### src/pin_fault_pkg.sv
/*
 * Shared constants and carrier types of the pin fault protection supervisor.
 * Assumes one 25 MHz clock and an asynchronous, active low supply lockout reset.
 */
// Operation
// over-temperature starts lockout reset then restart
// still hot after lockout: repeat lockout cycle
// every pin fault recovers automatically, never latches
// short check times only first gate pulse
// select high: first pulse over 2us trips
// select low: limit 2us or 1us by range
// sense at overcurrent three pulses: restart delay
// 10us after turn-on, low regulator: lockout
// regulator overvoltage three pulses: stop, lockout
// discharge overvoltage for 750us: stop, lockout
// no supply turn-on: no gate pulses ever
// program pins checked open/short before switching
// program pin fault: block switching, one lockout
// after restart delay, wait for supply turn-off
// pulse counters clear on clean pulse, lockout
// comparator flags synchronised before use
`default_nettype none
package pin_fault_pkg;
    // clock and timing
    localparam int unsigned CLK_HZ = 25000000;
    localparam int unsigned CLK_KHZ = CLK_HZ / 1000;
    localparam int unsigned FIRST_LIMIT_SI_NS = 2000;
    localparam int unsigned FIRST_LIMIT_GAN_LONG_NS = 2000;
    localparam int unsigned FIRST_LIMIT_GAN_SHORT_NS = 1000;
    localparam int unsigned REG_CHECK_NS = 10000;
    localparam int unsigned DISCHARGE_OV_US = 750;
    localparam int unsigned FAULT_RESTART_DELAY_MS = 1500;
    // limits trip on exceeding the time: a least time, so round up
    localparam int unsigned FIRST_SI_CYC = (FIRST_LIMIT_SI_NS * CLK_KHZ + 999999) / 1000000;
    localparam int unsigned FIRST_GL_CYC = (FIRST_LIMIT_GAN_LONG_NS * CLK_KHZ + 999999) / 1000000;
    localparam int unsigned FIRST_GS_CYC = (FIRST_LIMIT_GAN_SHORT_NS * CLK_KHZ + 999999) / 1000000;
    localparam int unsigned REG_CHECK_CYC = (REG_CHECK_NS * CLK_KHZ + 999999) / 1000000;
    localparam int unsigned DISCHARGE_OV_CYC = (DISCHARGE_OV_US * CLK_KHZ + 999) / 1000;
    localparam int unsigned FAULT_RESTART_CYC = FAULT_RESTART_DELAY_MS * CLK_KHZ;
    // widths
    localparam int unsigned ON_TIME_W = 7;
    localparam int unsigned TIMER_W = 26;
    localparam int unsigned PULSE_CNT_W = 2;
    localparam logic [PULSE_CNT_W-1:0] PULSE_TRIP_COUNT = 2'h3;
    // fault cause codes shown on the status output
    localparam logic [3:0] CAUSE_NONE = 4'h0;
    localparam logic [3:0] CAUSE_THERMAL = 4'h1;
    localparam logic [3:0] CAUSE_CS_SHORT = 4'h2;
    localparam logic [3:0] CAUSE_CS_OPEN = 4'h3;
    localparam logic [3:0] CAUSE_REG_LOW = 4'h4;
    localparam logic [3:0] CAUSE_REG_OV = 4'h5;
    localparam logic [3:0] CAUSE_PROG_PIN = 4'h6;
    localparam logic [3:0] CAUSE_DISCHARGE_OV = 4'h7;
    // supervisor states, one-hot
    typedef enum logic [4:0] {
        ST_OFF = 5'h01,
        ST_CHECK = 5'h02,
        ST_RUN = 5'h04,
        ST_DELAY = 5'h08,
        ST_LOCKOUT = 5'h10
    } sup_state_e;
    // comparator flags, active high, asynchronous
    typedef struct packed {
        logic overTemp;          // junction over-temperature
        logic senseOverCurrent;  // current sense at or above overcurrent level
        logic regBelowCheck;     // sense regulator pin below start check level
        logic regOverVoltage;    // sense regulator pin above overvoltage level
        logic dischargeOv;       // discharge sense pin above its threshold
        logic demagPinFault;     // demag program pin open or short
        logic delayPinFault;     // zvs delay program pin open or short
        logic demagRangeHigh;    // demag resistance at or above range threshold
    } cmp_flags_s;
    localparam int unsigned CMP_FLAGS_W = $bits(cmp_flags_s);
    // controls to the gate pulse generator and supply logic
    typedef struct packed {
        logic switchEnable;      // gate pulses allowed
        logic gateTerminate;     // end the present gate pulse now
        logic lockoutRequest;    // hold switching off, let the supply run down
        logic restartDelay;      // fault restart delay running
        logic [3:0] faultCause;  // last fault seen
    } sup_ctrl_s;
    localparam sup_ctrl_s CTRL_RESET = '{1'b0, 1'b0, 1'b0, 1'b0, 4'h0};
endpackage
`default_nettype wire

### src/pin_fault_supervisor.sv
/*
 * Pin fault and thermal supervisor: on a fault it stops switching and asks
 * for a lockout cycle or a long fault restart delay.
 * Assumes synchronous gatePulse and supplyOn; arst_n is the supply lockout.
 */
`default_nettype none
module pin_fault_supervisor #(
    parameter int unsigned FAULT_RESTART_CYCLES = pin_fault_pkg::FAULT_RESTART_CYC,
    parameter int unsigned DISCHARGE_OV_CYCLES = pin_fault_pkg::DISCHARGE_OV_CYC
) (
    input wire logic clock,
    input wire logic arst_n,
    input wire pin_fault_pkg::cmp_flags_s cmpFlags,
    input wire logic supplyOn,
    input wire logic gatePulse,
    input wire logic deviceTypeSi,
    output pin_fault_pkg::sup_ctrl_s ctrl_r
);
    // synchronised comparator flags
    pin_fault_pkg::cmp_flags_s flags;
    logic [pin_fault_pkg::CMP_FLAGS_W-1:0] flagsRaw;

    pin_fault_pkg::sup_state_e state_r;
    pin_fault_pkg::sup_state_e state_nxt;
    pin_fault_pkg::sup_ctrl_s ctrl_nxt;

    logic gatePrev_r; // gate level one cycle ago, for edges
    logic supplyPrev_r; // supply level one cycle ago, for its fall
    logic firstPending_r; // first pulse after start-up not yet finished
    logic delayDone_r; // restart delay has run out
    logic [pin_fault_pkg::ON_TIME_W-1:0] onTime_r; // first pulse on-time
    logic [pin_fault_pkg::TIMER_W-1:0] timer_r; // check and restart timer
    logic [pin_fault_pkg::TIMER_W-1:0] dischargeCnt_r; // discharge overvoltage time
    logic csOpenTrip;
    logic regOvTrip;

    // comparator flags are asynchronous to the clock
    flag_sync #(
        .WIDTH(pin_fault_pkg::CMP_FLAGS_W)
    ) u_flag_sync (
        .clock(clock),
        .arst_n(arst_n),
        .async(cmpFlags),
        .synced(flagsRaw)
    );
    assign flags = flagsRaw;

    // saturating increment of the long timers
    function automatic logic [pin_fault_pkg::TIMER_W-1:0] timerInc(
        input logic [pin_fault_pkg::TIMER_W-1:0] value
    );
        timerInc = (&value) ? value : value + 1'b1;
    endfunction

    // state decode
    wire logic inCheck = (state_r == pin_fault_pkg::ST_CHECK);
    wire logic inRun = (state_r == pin_fault_pkg::ST_RUN);
    wire logic inDelay = (state_r == pin_fault_pkg::ST_DELAY);
    wire logic inLockout = (state_r == pin_fault_pkg::ST_LOCKOUT);

    // gate and supply edges
    wire logic gateFall = gatePrev_r & ~gatePulse;
    wire logic supplyFall = supplyPrev_r & ~supplyOn;

    // first pulse on-time limit by device type and demag range
    wire logic [pin_fault_pkg::ON_TIME_W-1:0] limitSi =
        pin_fault_pkg::ON_TIME_W'(pin_fault_pkg::FIRST_SI_CYC);
    wire logic [pin_fault_pkg::ON_TIME_W-1:0] limitGanLong =
        pin_fault_pkg::ON_TIME_W'(pin_fault_pkg::FIRST_GL_CYC);
    wire logic [pin_fault_pkg::ON_TIME_W-1:0] limitGanShort =
        pin_fault_pkg::ON_TIME_W'(pin_fault_pkg::FIRST_GS_CYC);
    wire logic [pin_fault_pkg::ON_TIME_W-1:0] limitGan =
        flags.demagRangeHigh ? limitGanLong : limitGanShort;
    wire logic [pin_fault_pkg::ON_TIME_W-1:0] firstLimit =
        deviceTypeSi ? limitSi : limitGan;

    // short trips once the first pulse is still high past its limit
    wire logic csShortTrip =
        inRun & firstPending_r & gatePulse & (onTime_r >= firstLimit);

    // regulator check instant, 10 us after the supply turned on
    wire logic checkDone =
        (timer_r >= pin_fault_pkg::TIMER_W'(pin_fault_pkg::REG_CHECK_CYC - 1));
    wire logic progPinFault = flags.demagPinFault | flags.delayPinFault;
    wire logic regLowFault = flags.regBelowCheck;

    // discharge overvoltage must stand continuously for its whole time
    wire logic dischargeTrip = flags.dischargeOv &
        (dischargeCnt_r >= pin_fault_pkg::TIMER_W'(DISCHARGE_OV_CYCLES - 1));

    wire logic restartDone =
        (timer_r >= pin_fault_pkg::TIMER_W'(FAULT_RESTART_CYCLES - 1));

    // consecutive pulse counters are cleared outside switching
    wire logic countClear = ~inRun;

    // current sense at or above overcurrent, three pulses in a row
    pulse_fault_counter #(
        .COUNT_W(pin_fault_pkg::PULSE_CNT_W),
        .TRIP_COUNT(pin_fault_pkg::PULSE_TRIP_COUNT)
    ) u_cs_open (
        .clock(clock),
        .arst_n(arst_n),
        .clear(countClear),
        .pulseActive(gatePulse),
        .pulseEnd(gateFall),
        .condition(flags.senseOverCurrent),
        .trip(csOpenTrip)
    );

    // sense regulator overvoltage, three pulses in a row
    pulse_fault_counter #(
        .COUNT_W(pin_fault_pkg::PULSE_CNT_W),
        .TRIP_COUNT(pin_fault_pkg::PULSE_TRIP_COUNT)
    ) u_reg_ov (
        .clock(clock),
        .arst_n(arst_n),
        .clear(countClear),
        .pulseActive(gatePulse),
        .pulseEnd(gateFall),
        .condition(flags.regOverVoltage),
        .trip(regOvTrip)
    );

    // next state; every fault path ends back in off, never a latch
    always_comb begin
        state_nxt = state_r;
        case (state_r)
            pin_fault_pkg::ST_OFF: begin
                // without a supply turn-on nothing is ever enabled
                if (supplyOn) begin
                    state_nxt = pin_fault_pkg::ST_CHECK;
                end
            end
            pin_fault_pkg::ST_CHECK: begin
                if (!supplyOn) begin
                    state_nxt = pin_fault_pkg::ST_OFF;
                end else if (flags.overTemp) begin
                    state_nxt = pin_fault_pkg::ST_LOCKOUT;
                end else if (checkDone && (regLowFault || progPinFault)) begin
                    state_nxt = pin_fault_pkg::ST_LOCKOUT;
                end else if (checkDone) begin
                    state_nxt = pin_fault_pkg::ST_RUN;
                end
            end
            pin_fault_pkg::ST_RUN: begin
                if (flags.overTemp || regOvTrip || dischargeTrip) begin
                    state_nxt = pin_fault_pkg::ST_LOCKOUT;
                end else if (csShortTrip || csOpenTrip) begin
                    state_nxt = pin_fault_pkg::ST_DELAY;
                end else if (!supplyOn) begin
                    state_nxt = pin_fault_pkg::ST_OFF;
                end
            end
            pin_fault_pkg::ST_DELAY: begin
                // supply cycles during the delay are ignored
                if (delayDone_r && supplyFall) begin
                    state_nxt = pin_fault_pkg::ST_OFF;
                end
            end
            pin_fault_pkg::ST_LOCKOUT: begin
                if (!supplyOn) begin
                    state_nxt = pin_fault_pkg::ST_OFF;
                end
            end
            default: begin
                state_nxt = pin_fault_pkg::ST_OFF;
            end
        endcase
    end

    // controls follow the next state so outputs come straight from flops
    wire logic goRun = (state_nxt == pin_fault_pkg::ST_RUN);
    wire logic goDelay = (state_nxt == pin_fault_pkg::ST_DELAY);
    wire logic goLockout = (state_nxt == pin_fault_pkg::ST_LOCKOUT);
    wire logic [3:0] runCause =
        flags.overTemp ? pin_fault_pkg::CAUSE_THERMAL :
        regOvTrip ? pin_fault_pkg::CAUSE_REG_OV :
        dischargeTrip ? pin_fault_pkg::CAUSE_DISCHARGE_OV :
        csShortTrip ? pin_fault_pkg::CAUSE_CS_SHORT :
        pin_fault_pkg::CAUSE_CS_OPEN;
    wire logic [3:0] checkCause =
        flags.overTemp ? pin_fault_pkg::CAUSE_THERMAL :
        regLowFault ? pin_fault_pkg::CAUSE_REG_LOW :
        pin_fault_pkg::CAUSE_PROG_PIN;
    wire logic faultEntry = (goLockout && !inLockout) || (goDelay && !inDelay);

    always_comb begin
        ctrl_nxt = ctrl_r;
        ctrl_nxt.switchEnable = goRun;
        ctrl_nxt.gateTerminate = csShortTrip;
        ctrl_nxt.lockoutRequest = goLockout | goDelay;
        ctrl_nxt.restartDelay = goDelay;
        if (faultEntry) begin
            ctrl_nxt.faultCause = inRun ? runCause : checkCause;
        end
    end

    // state and control registers
    always_ff @(posedge clock or negedge arst_n) begin
        if (!arst_n) begin
            state_r <= pin_fault_pkg::ST_OFF;
            ctrl_r <= pin_fault_pkg::CTRL_RESET;
        end else begin
            state_r <= state_nxt;
            ctrl_r <= ctrl_nxt;
        end
    end

    // edge history
    always_ff @(posedge clock or negedge arst_n) begin
        if (!arst_n) begin
            gatePrev_r <= 1'b0;
            supplyPrev_r <= 1'b0;
        end else begin
            gatePrev_r <= gatePulse;
            supplyPrev_r <= supplyOn;
        end
    end

    // one shared timer: start check in check, restart delay in delay
    always_ff @(posedge clock or negedge arst_n) begin
        if (!arst_n) begin
            timer_r <= '0;
            delayDone_r <= 1'b0;
        end else if (inCheck || inDelay) begin
            timer_r <= timerInc(timer_r);
            delayDone_r <= delayDone_r | (inDelay & restartDone);
        end else begin
            timer_r <= '0;
            delayDone_r <= 1'b0;
        end
    end

    // first pulse on-time, measured once per start-up only
    always_ff @(posedge clock or negedge arst_n) begin
        if (!arst_n) begin
            firstPending_r <= 1'b0;
            onTime_r <= '0;
        end else if (!inRun) begin
            firstPending_r <= 1'b1; // re-armed for the next start-up
            onTime_r <= '0;
        end else if (gateFall) begin
            firstPending_r <= 1'b0;
        end else if (firstPending_r && gatePulse && !(&onTime_r)) begin
            onTime_r <= onTime_r + 1'b1;
        end
    end

    // discharge overvoltage duration; a dip restarts the count
    always_ff @(posedge clock or negedge arst_n) begin
        if (!arst_n) begin
            dischargeCnt_r <= '0;
        end else if (inRun && flags.dischargeOv) begin
            dischargeCnt_r <= timerInc(dischargeCnt_r);
        end else begin
            dischargeCnt_r <= '0;
        end
    end

endmodule
`default_nettype wire

### src/flag_sync.sv
/*
 * Two flip-flop synchroniser for a bundle of comparator flags.
 * Assumes the flags change slowly against the clock; bits are synchronised
 * independently, so a bundle may take one cycle to line up.
 */
`default_nettype none
module flag_sync #(
    parameter int unsigned WIDTH = 8
) (
    input wire logic clock,
    input wire logic arst_n,
    input wire logic [WIDTH-1:0] async,
    output logic [WIDTH-1:0] synced
);
    logic [WIDTH-1:0] meta_r; // first stage, read by the second stage only
    logic [WIDTH-1:0] hold_r; // second stage
    // both stages clear on lockout reset
    always_ff @(posedge clock or negedge arst_n) begin
        if (!arst_n) begin
            meta_r <= '0;
            hold_r <= '0;
        end else begin
            meta_r <= async;
            hold_r <= meta_r;
        end
    end
    assign synced = hold_r;
endmodule
`default_nettype wire

### src/pulse_fault_counter.sv
/*
 * Counts consecutive gate pulses during which a fault condition was seen.
 * Assumes pulseEnd is a one-cycle pulse at the falling edge of a gate pulse.
 */
`default_nettype none
module pulse_fault_counter #(
    parameter int unsigned COUNT_W = 2,
    parameter logic [COUNT_W-1:0] TRIP_COUNT = 2'h3
) (
    input wire logic clock,
    input wire logic arst_n,
    input wire logic clear,
    input wire logic pulseActive,
    input wire logic pulseEnd,
    input wire logic condition,
    output logic trip
);
    logic [COUNT_W-1:0] count_r; // consecutive faulty pulses
    logic seen_r; // condition seen during the present pulse
    logic trip_r;
    wire logic faultyPulse = seen_r | condition;
    wire logic [COUNT_W-1:0] countInc = count_r + 1'b1;
    // the condition may be brief, so it is caught anywhere inside the pulse
    always_ff @(posedge clock or negedge arst_n) begin
        if (!arst_n) begin
            seen_r <= 1'b0;
        end else if (clear || pulseEnd) begin
            seen_r <= 1'b0;
        end else if (pulseActive && condition) begin
            seen_r <= 1'b1;
        end
    end
    // count at each pulse end, start over on a clean pulse
    always_ff @(posedge clock or negedge arst_n) begin
        if (!arst_n) begin
            count_r <= '0;
            trip_r <= 1'b0;
        end else if (clear) begin
            count_r <= '0;
            trip_r <= 1'b0;
        end else if (pulseEnd) begin
            count_r <= faultyPulse ? countInc : '0;
            trip_r <= faultyPulse && (countInc == TRIP_COUNT);
        end else begin
            trip_r <= 1'b0;
        end
    end
    assign trip = trip_r;
endmodule
`default_nettype wire

### config.mk
export PLATFORM = sky130hd
export DESIGN_NAME = pin_fault_supervisor
export DESIGN_NICKNAME = d
export VERILOG_FILES = /design/src/pin_fault_pkg.sv /design/src/pin_fault_supervisor.sv /design/src/flag_sync.sv /design/src/pulse_fault_counter.sv
export SDC_FILE = /design/constraint.sdc
export NUM_CORES = 1
export LEC_CHECK = 0
export ABC_AREA = 1
export BUFFER_PORTS_ARGS = -buffer_cell sky130_fd_sc_hd__buf_2
export CORE_ASPECT_RATIO = 2
export CORE_MARGIN = 2
export CORE_UTILIZATION = 32
export CTS_BUF_LIST = sky130_fd_sc_hd__clkbuf_16
export CTS_CLUSTER_SIZE = 12
export DETAILED_ROUTE_END_ITERATION = 10
export GPL_TIMING_DRIVEN = 1
export HOLD_SLACK_MARGIN = 0.02
export PLACE_DENSITY = 0.47
export SYNTH_ARGS = -nofsm -noshare
export SYNTH_HDL_FRONTEND = slang
export SYNTH_SLANG_ARGS = --single-unit
### constraint.sdc
create_clock -name clock -period 5.2 [get_ports clock]
set_input_delay 0.78 -clock clock [delete_from_list [all_inputs] [get_ports clock]]
set_output_delay 0.78 -clock clock [all_outputs]
set_load 0.01 [all_outputs]
==> impl_metrics.py <==
metrics = {
    "status": {
        "run_status": "finished, final reports clean",
    },
    "timing": {
        "min_period_ps": 2760,
        "min_period_over_period": 0.531,
        "finalClockSkew_ps": 9.13,
        "grt_setup_unrepaired": "no",
        "fmax_ghz": 0.362,
        "report.final.setup_viol": 0,
        "hold_violations": 0,
        "worstMarginPinSlew_ps": 794,
        "report.final.slew_viol_count": 0,
        "worst_case_headroom_to_the_max_slew_limit": 0.471,
        "fin_tns_setup_ps": 0,
        "post-route-worst-setup-slack_ps": 2440,
        "final.hold.worst_slack_ps": 349,
    },
    "synth": {
        "synth_async_sr_flop_share": 1.00,
        "synth_area_leaders": "dfrtp_1, nand2_1, inv_1, nor2_1, nand3_1",
        "yosysUniqueCellTypes": 45,
        "postSynthRegisterBits": 99,
        "most_numerous_cell_types_in_the_synthesized_netlist": "nand2_1, dfrtp_1, inv_1, nor2_1, nand3_1",
        "syn_area_um2": 5540,
        "postSynthNetCount": 740,
        "number_of_instances_in_the_synthesized_netlist": 714,
        "post-synth-top-count-cell": "nand2_1",
        "yosys_warnings": 0,
        "yosysTopAreaCell": "dfrtp_1",
        "seq_area_frac_synth": 0.448,
        "mapped_avg_cell_area_um2": 7.76,
        "synth_top_area_share": 0.443,
        "ys.flop_type": "dfrtp_1",
        "synth-edff-count": 0,
    },
    "floorplanning": {
        "fp.dieH_um": 190,
        "die_w_um": 97.0,
        "design.die.area_um2": 18400,
        "design.core.area_um2": 17100,
        "ioPinCount": 21,
        "floorplan.initialDensity": 0.324,
        "rows": 68,
    },
    "critical_path": {
        "startpoint_type": "flop",
        "critPathRequiredTime_ps": 5460,
        "path_max_fanout": 17,
        "critical_path_arrival_ps": 3020,
        "timing.setup.critical_path_class": "flop to flop",
        "kind_of_end_point_of_the_critical_path": "flop",
    },
    "grt": {
        "via_count_of_the_first_global_routing_pass": 4591,
        "grt_max_degree": 62,
        "grtUsageTotal": 0.154,
        "grt_antenna_before_repair": 0,
        "grt_pass1_wl_mm": 23.1,
        "grt_overflow": 0,
    },
    "power": {
        "worst_voltage_drop_across_the_vdd_grid_mv": 0.124,
        "power_density_of_the_placed_cells_nw_per_um2": 268,
        "p_leak_nw": 2.82,
    },
    "finish": {
        "layout-drive-gt1-share": 0.114,
        "syn2layout_area_growth_pct": 10.9,
        "utilization": 0.359,
        "sequential_cell_area_um2": 2480,
        "n_fill_cell": 1779,
        "fin_nets": 760,
        "multi_input_area_um2": 2620,
        "final_cell_count_no_fill": 949,
        "diodes": 0,
    },
    "placed_design": {
        "detailedPlacementHpwl_mm": 9.91,
        "placedCellCount": 933,
        "port-buffer-count": 19,
        "global_placement_routability_congestion": 0.867,
        "place_ws_ps": 2400,
    },
    "min_path": {
        "min_path_type": "flop to flop",
    },
    "clock_tree": {
        "path_clk_slew_ps": 70,
        "clockRootBuffer": "clkbuf_16",
        "number_of_buffers_on_the_longest_clock_path": 2,
        "clock_insertion_delay_worst_skew_ps": 350,
        "htree_num_levels": 3,
        "post_cts.resized_instances": 0,
        "cts_buffers": 9,
        "ctsHoldBuffers": 0,
        "cts_setup_buffers": 0,
        "cts_num_sinks": 99,
        "tritoncts": "yes",
    },
    "route": {
        "wire_per_inst_um": 14.2,
        "routed-via-count": 4746,
        "drc_errors_left": 0,
        "dr.first_iter.drc_count": 274,
        "vias_per_cell": 5.00,
        "postRouteWirelength_mm": 13.5,
        "drt_first_pass_iters": 5,
        "ant_nets": 0,
    },
    "flow_run": {
        "maxCapViolCount": 0,
    },
}
cell usage in the layout (no fill, tap or decap), types with 7 or more instances in the layout:
cell type  Yosys  routed
a21oi_1       19      19
a31oi_1        7       7
buf_2          5      18
clkbuf_16      0       9
dfrtp_1       98      98
ha_1          13      13
inv_1         94      94
nand2_1      139     139
nand2_2       10      10
nand3_1       62      62
nand4_1       22      22
nor2_1        94      94
nor3_1        32      32
o21ai_0       37      37
o31ai_1       10      10
or2_2          8       8
per-stage QoR:
stage	power, mW	area (um^2)
final	1.64	6140
after global routing	1.72	6140
after CTS	1.68	6140
after detailed placement	0.972	5840
after global placement	0.972	5840
after floorplan	0.912	5540
path summary, 6_finish.rpt:
check	depth (start not counted)	slack [ps]	start	end
setup reg to reg	7	2440	state_r[3]	dischargeCnt_r[1]
hold reg to reg	0	350	u_flag_sync.meta_r[3]	u_flag_sync.synced[3]
min in group asynchronous	1	510	arst_n	timer_r[17]
hold / removal	0	350	u_flag_sync.meta_r[3]	u_flag_sync.synced[3]
setup / recovery	7	2440	state_r[3]	dischargeCnt_r[1]
max in group asynchronous	2	3670	arst_n	dischargeCnt_r[23]
sequential cells by signal, summed over array words and instances, names as in the netlist, 2 cells and up:
register and count:
u_flag_sync.synced 8, onTime_r 7, u_reg_ov.count_r 2, u_flag_sync.meta_r 8, ctrl_r 7, u_cs_open.count_r 2
dischargeCnt_r 26, state_r 5, timer_r 26
cell type report:
type / count / share of cell area
Inverter: 97 / 0.0593
Clock inverter: 7 / 0.0120
Multi-Input combinational cell: 506 / 0.427
Clock buffer: 9 / 0.0367
Timing Repair Buffer: 21 / 0.0183
Tap cell: 210 / 0.0428
Sequential cell: 99 / 0.404
critical path: stages (launching register included):
cell and delay, ps:
dfrtp_1 430, nor2_1 190, nand3_2 200, inv_1 300, nand2_1 340, inv_2 370
nand3_1 510, o21ai_0 340
where the power goes:
group | total [mW] | internal, mW | switching (mW) | leakage (nW)
Sequential | 0.821 | 0.801 | 0.0198 | 1.33
Clock | 0.689 | 0.377 | 0.312 | 0.147
Combinational | 0.135 | 0.0448 | 0.0902 | 1.35
Total | 1.64 | 1.22 | 0.422 | 2.82
per-layer routing:
layer	track usage	routed length, um	vias up
met1	0.207	6280	2224
met4	0.0553	227	0
met2	0.249	6420	108
met3	0.0272	525	16
li1	-	-	2398
met5	0	0	-
cell families (layout without fill, tap and decap cells):
group,count (synthesis),after routing,synth area share
adder cells (fa/ha/maj),13,13,0.0294
XOR/XNOR,5,5,0.00791
AO/OA/AOI/OAI,87,87,0.0908
buffers and inverters,109,134,0.0789
AND/OR/NAND/NOR,400,400,0.345
flip-flops,99,99,0.448
other,1,1,0.000677
No activity file was read; power rests on OpenSTA's default activity.
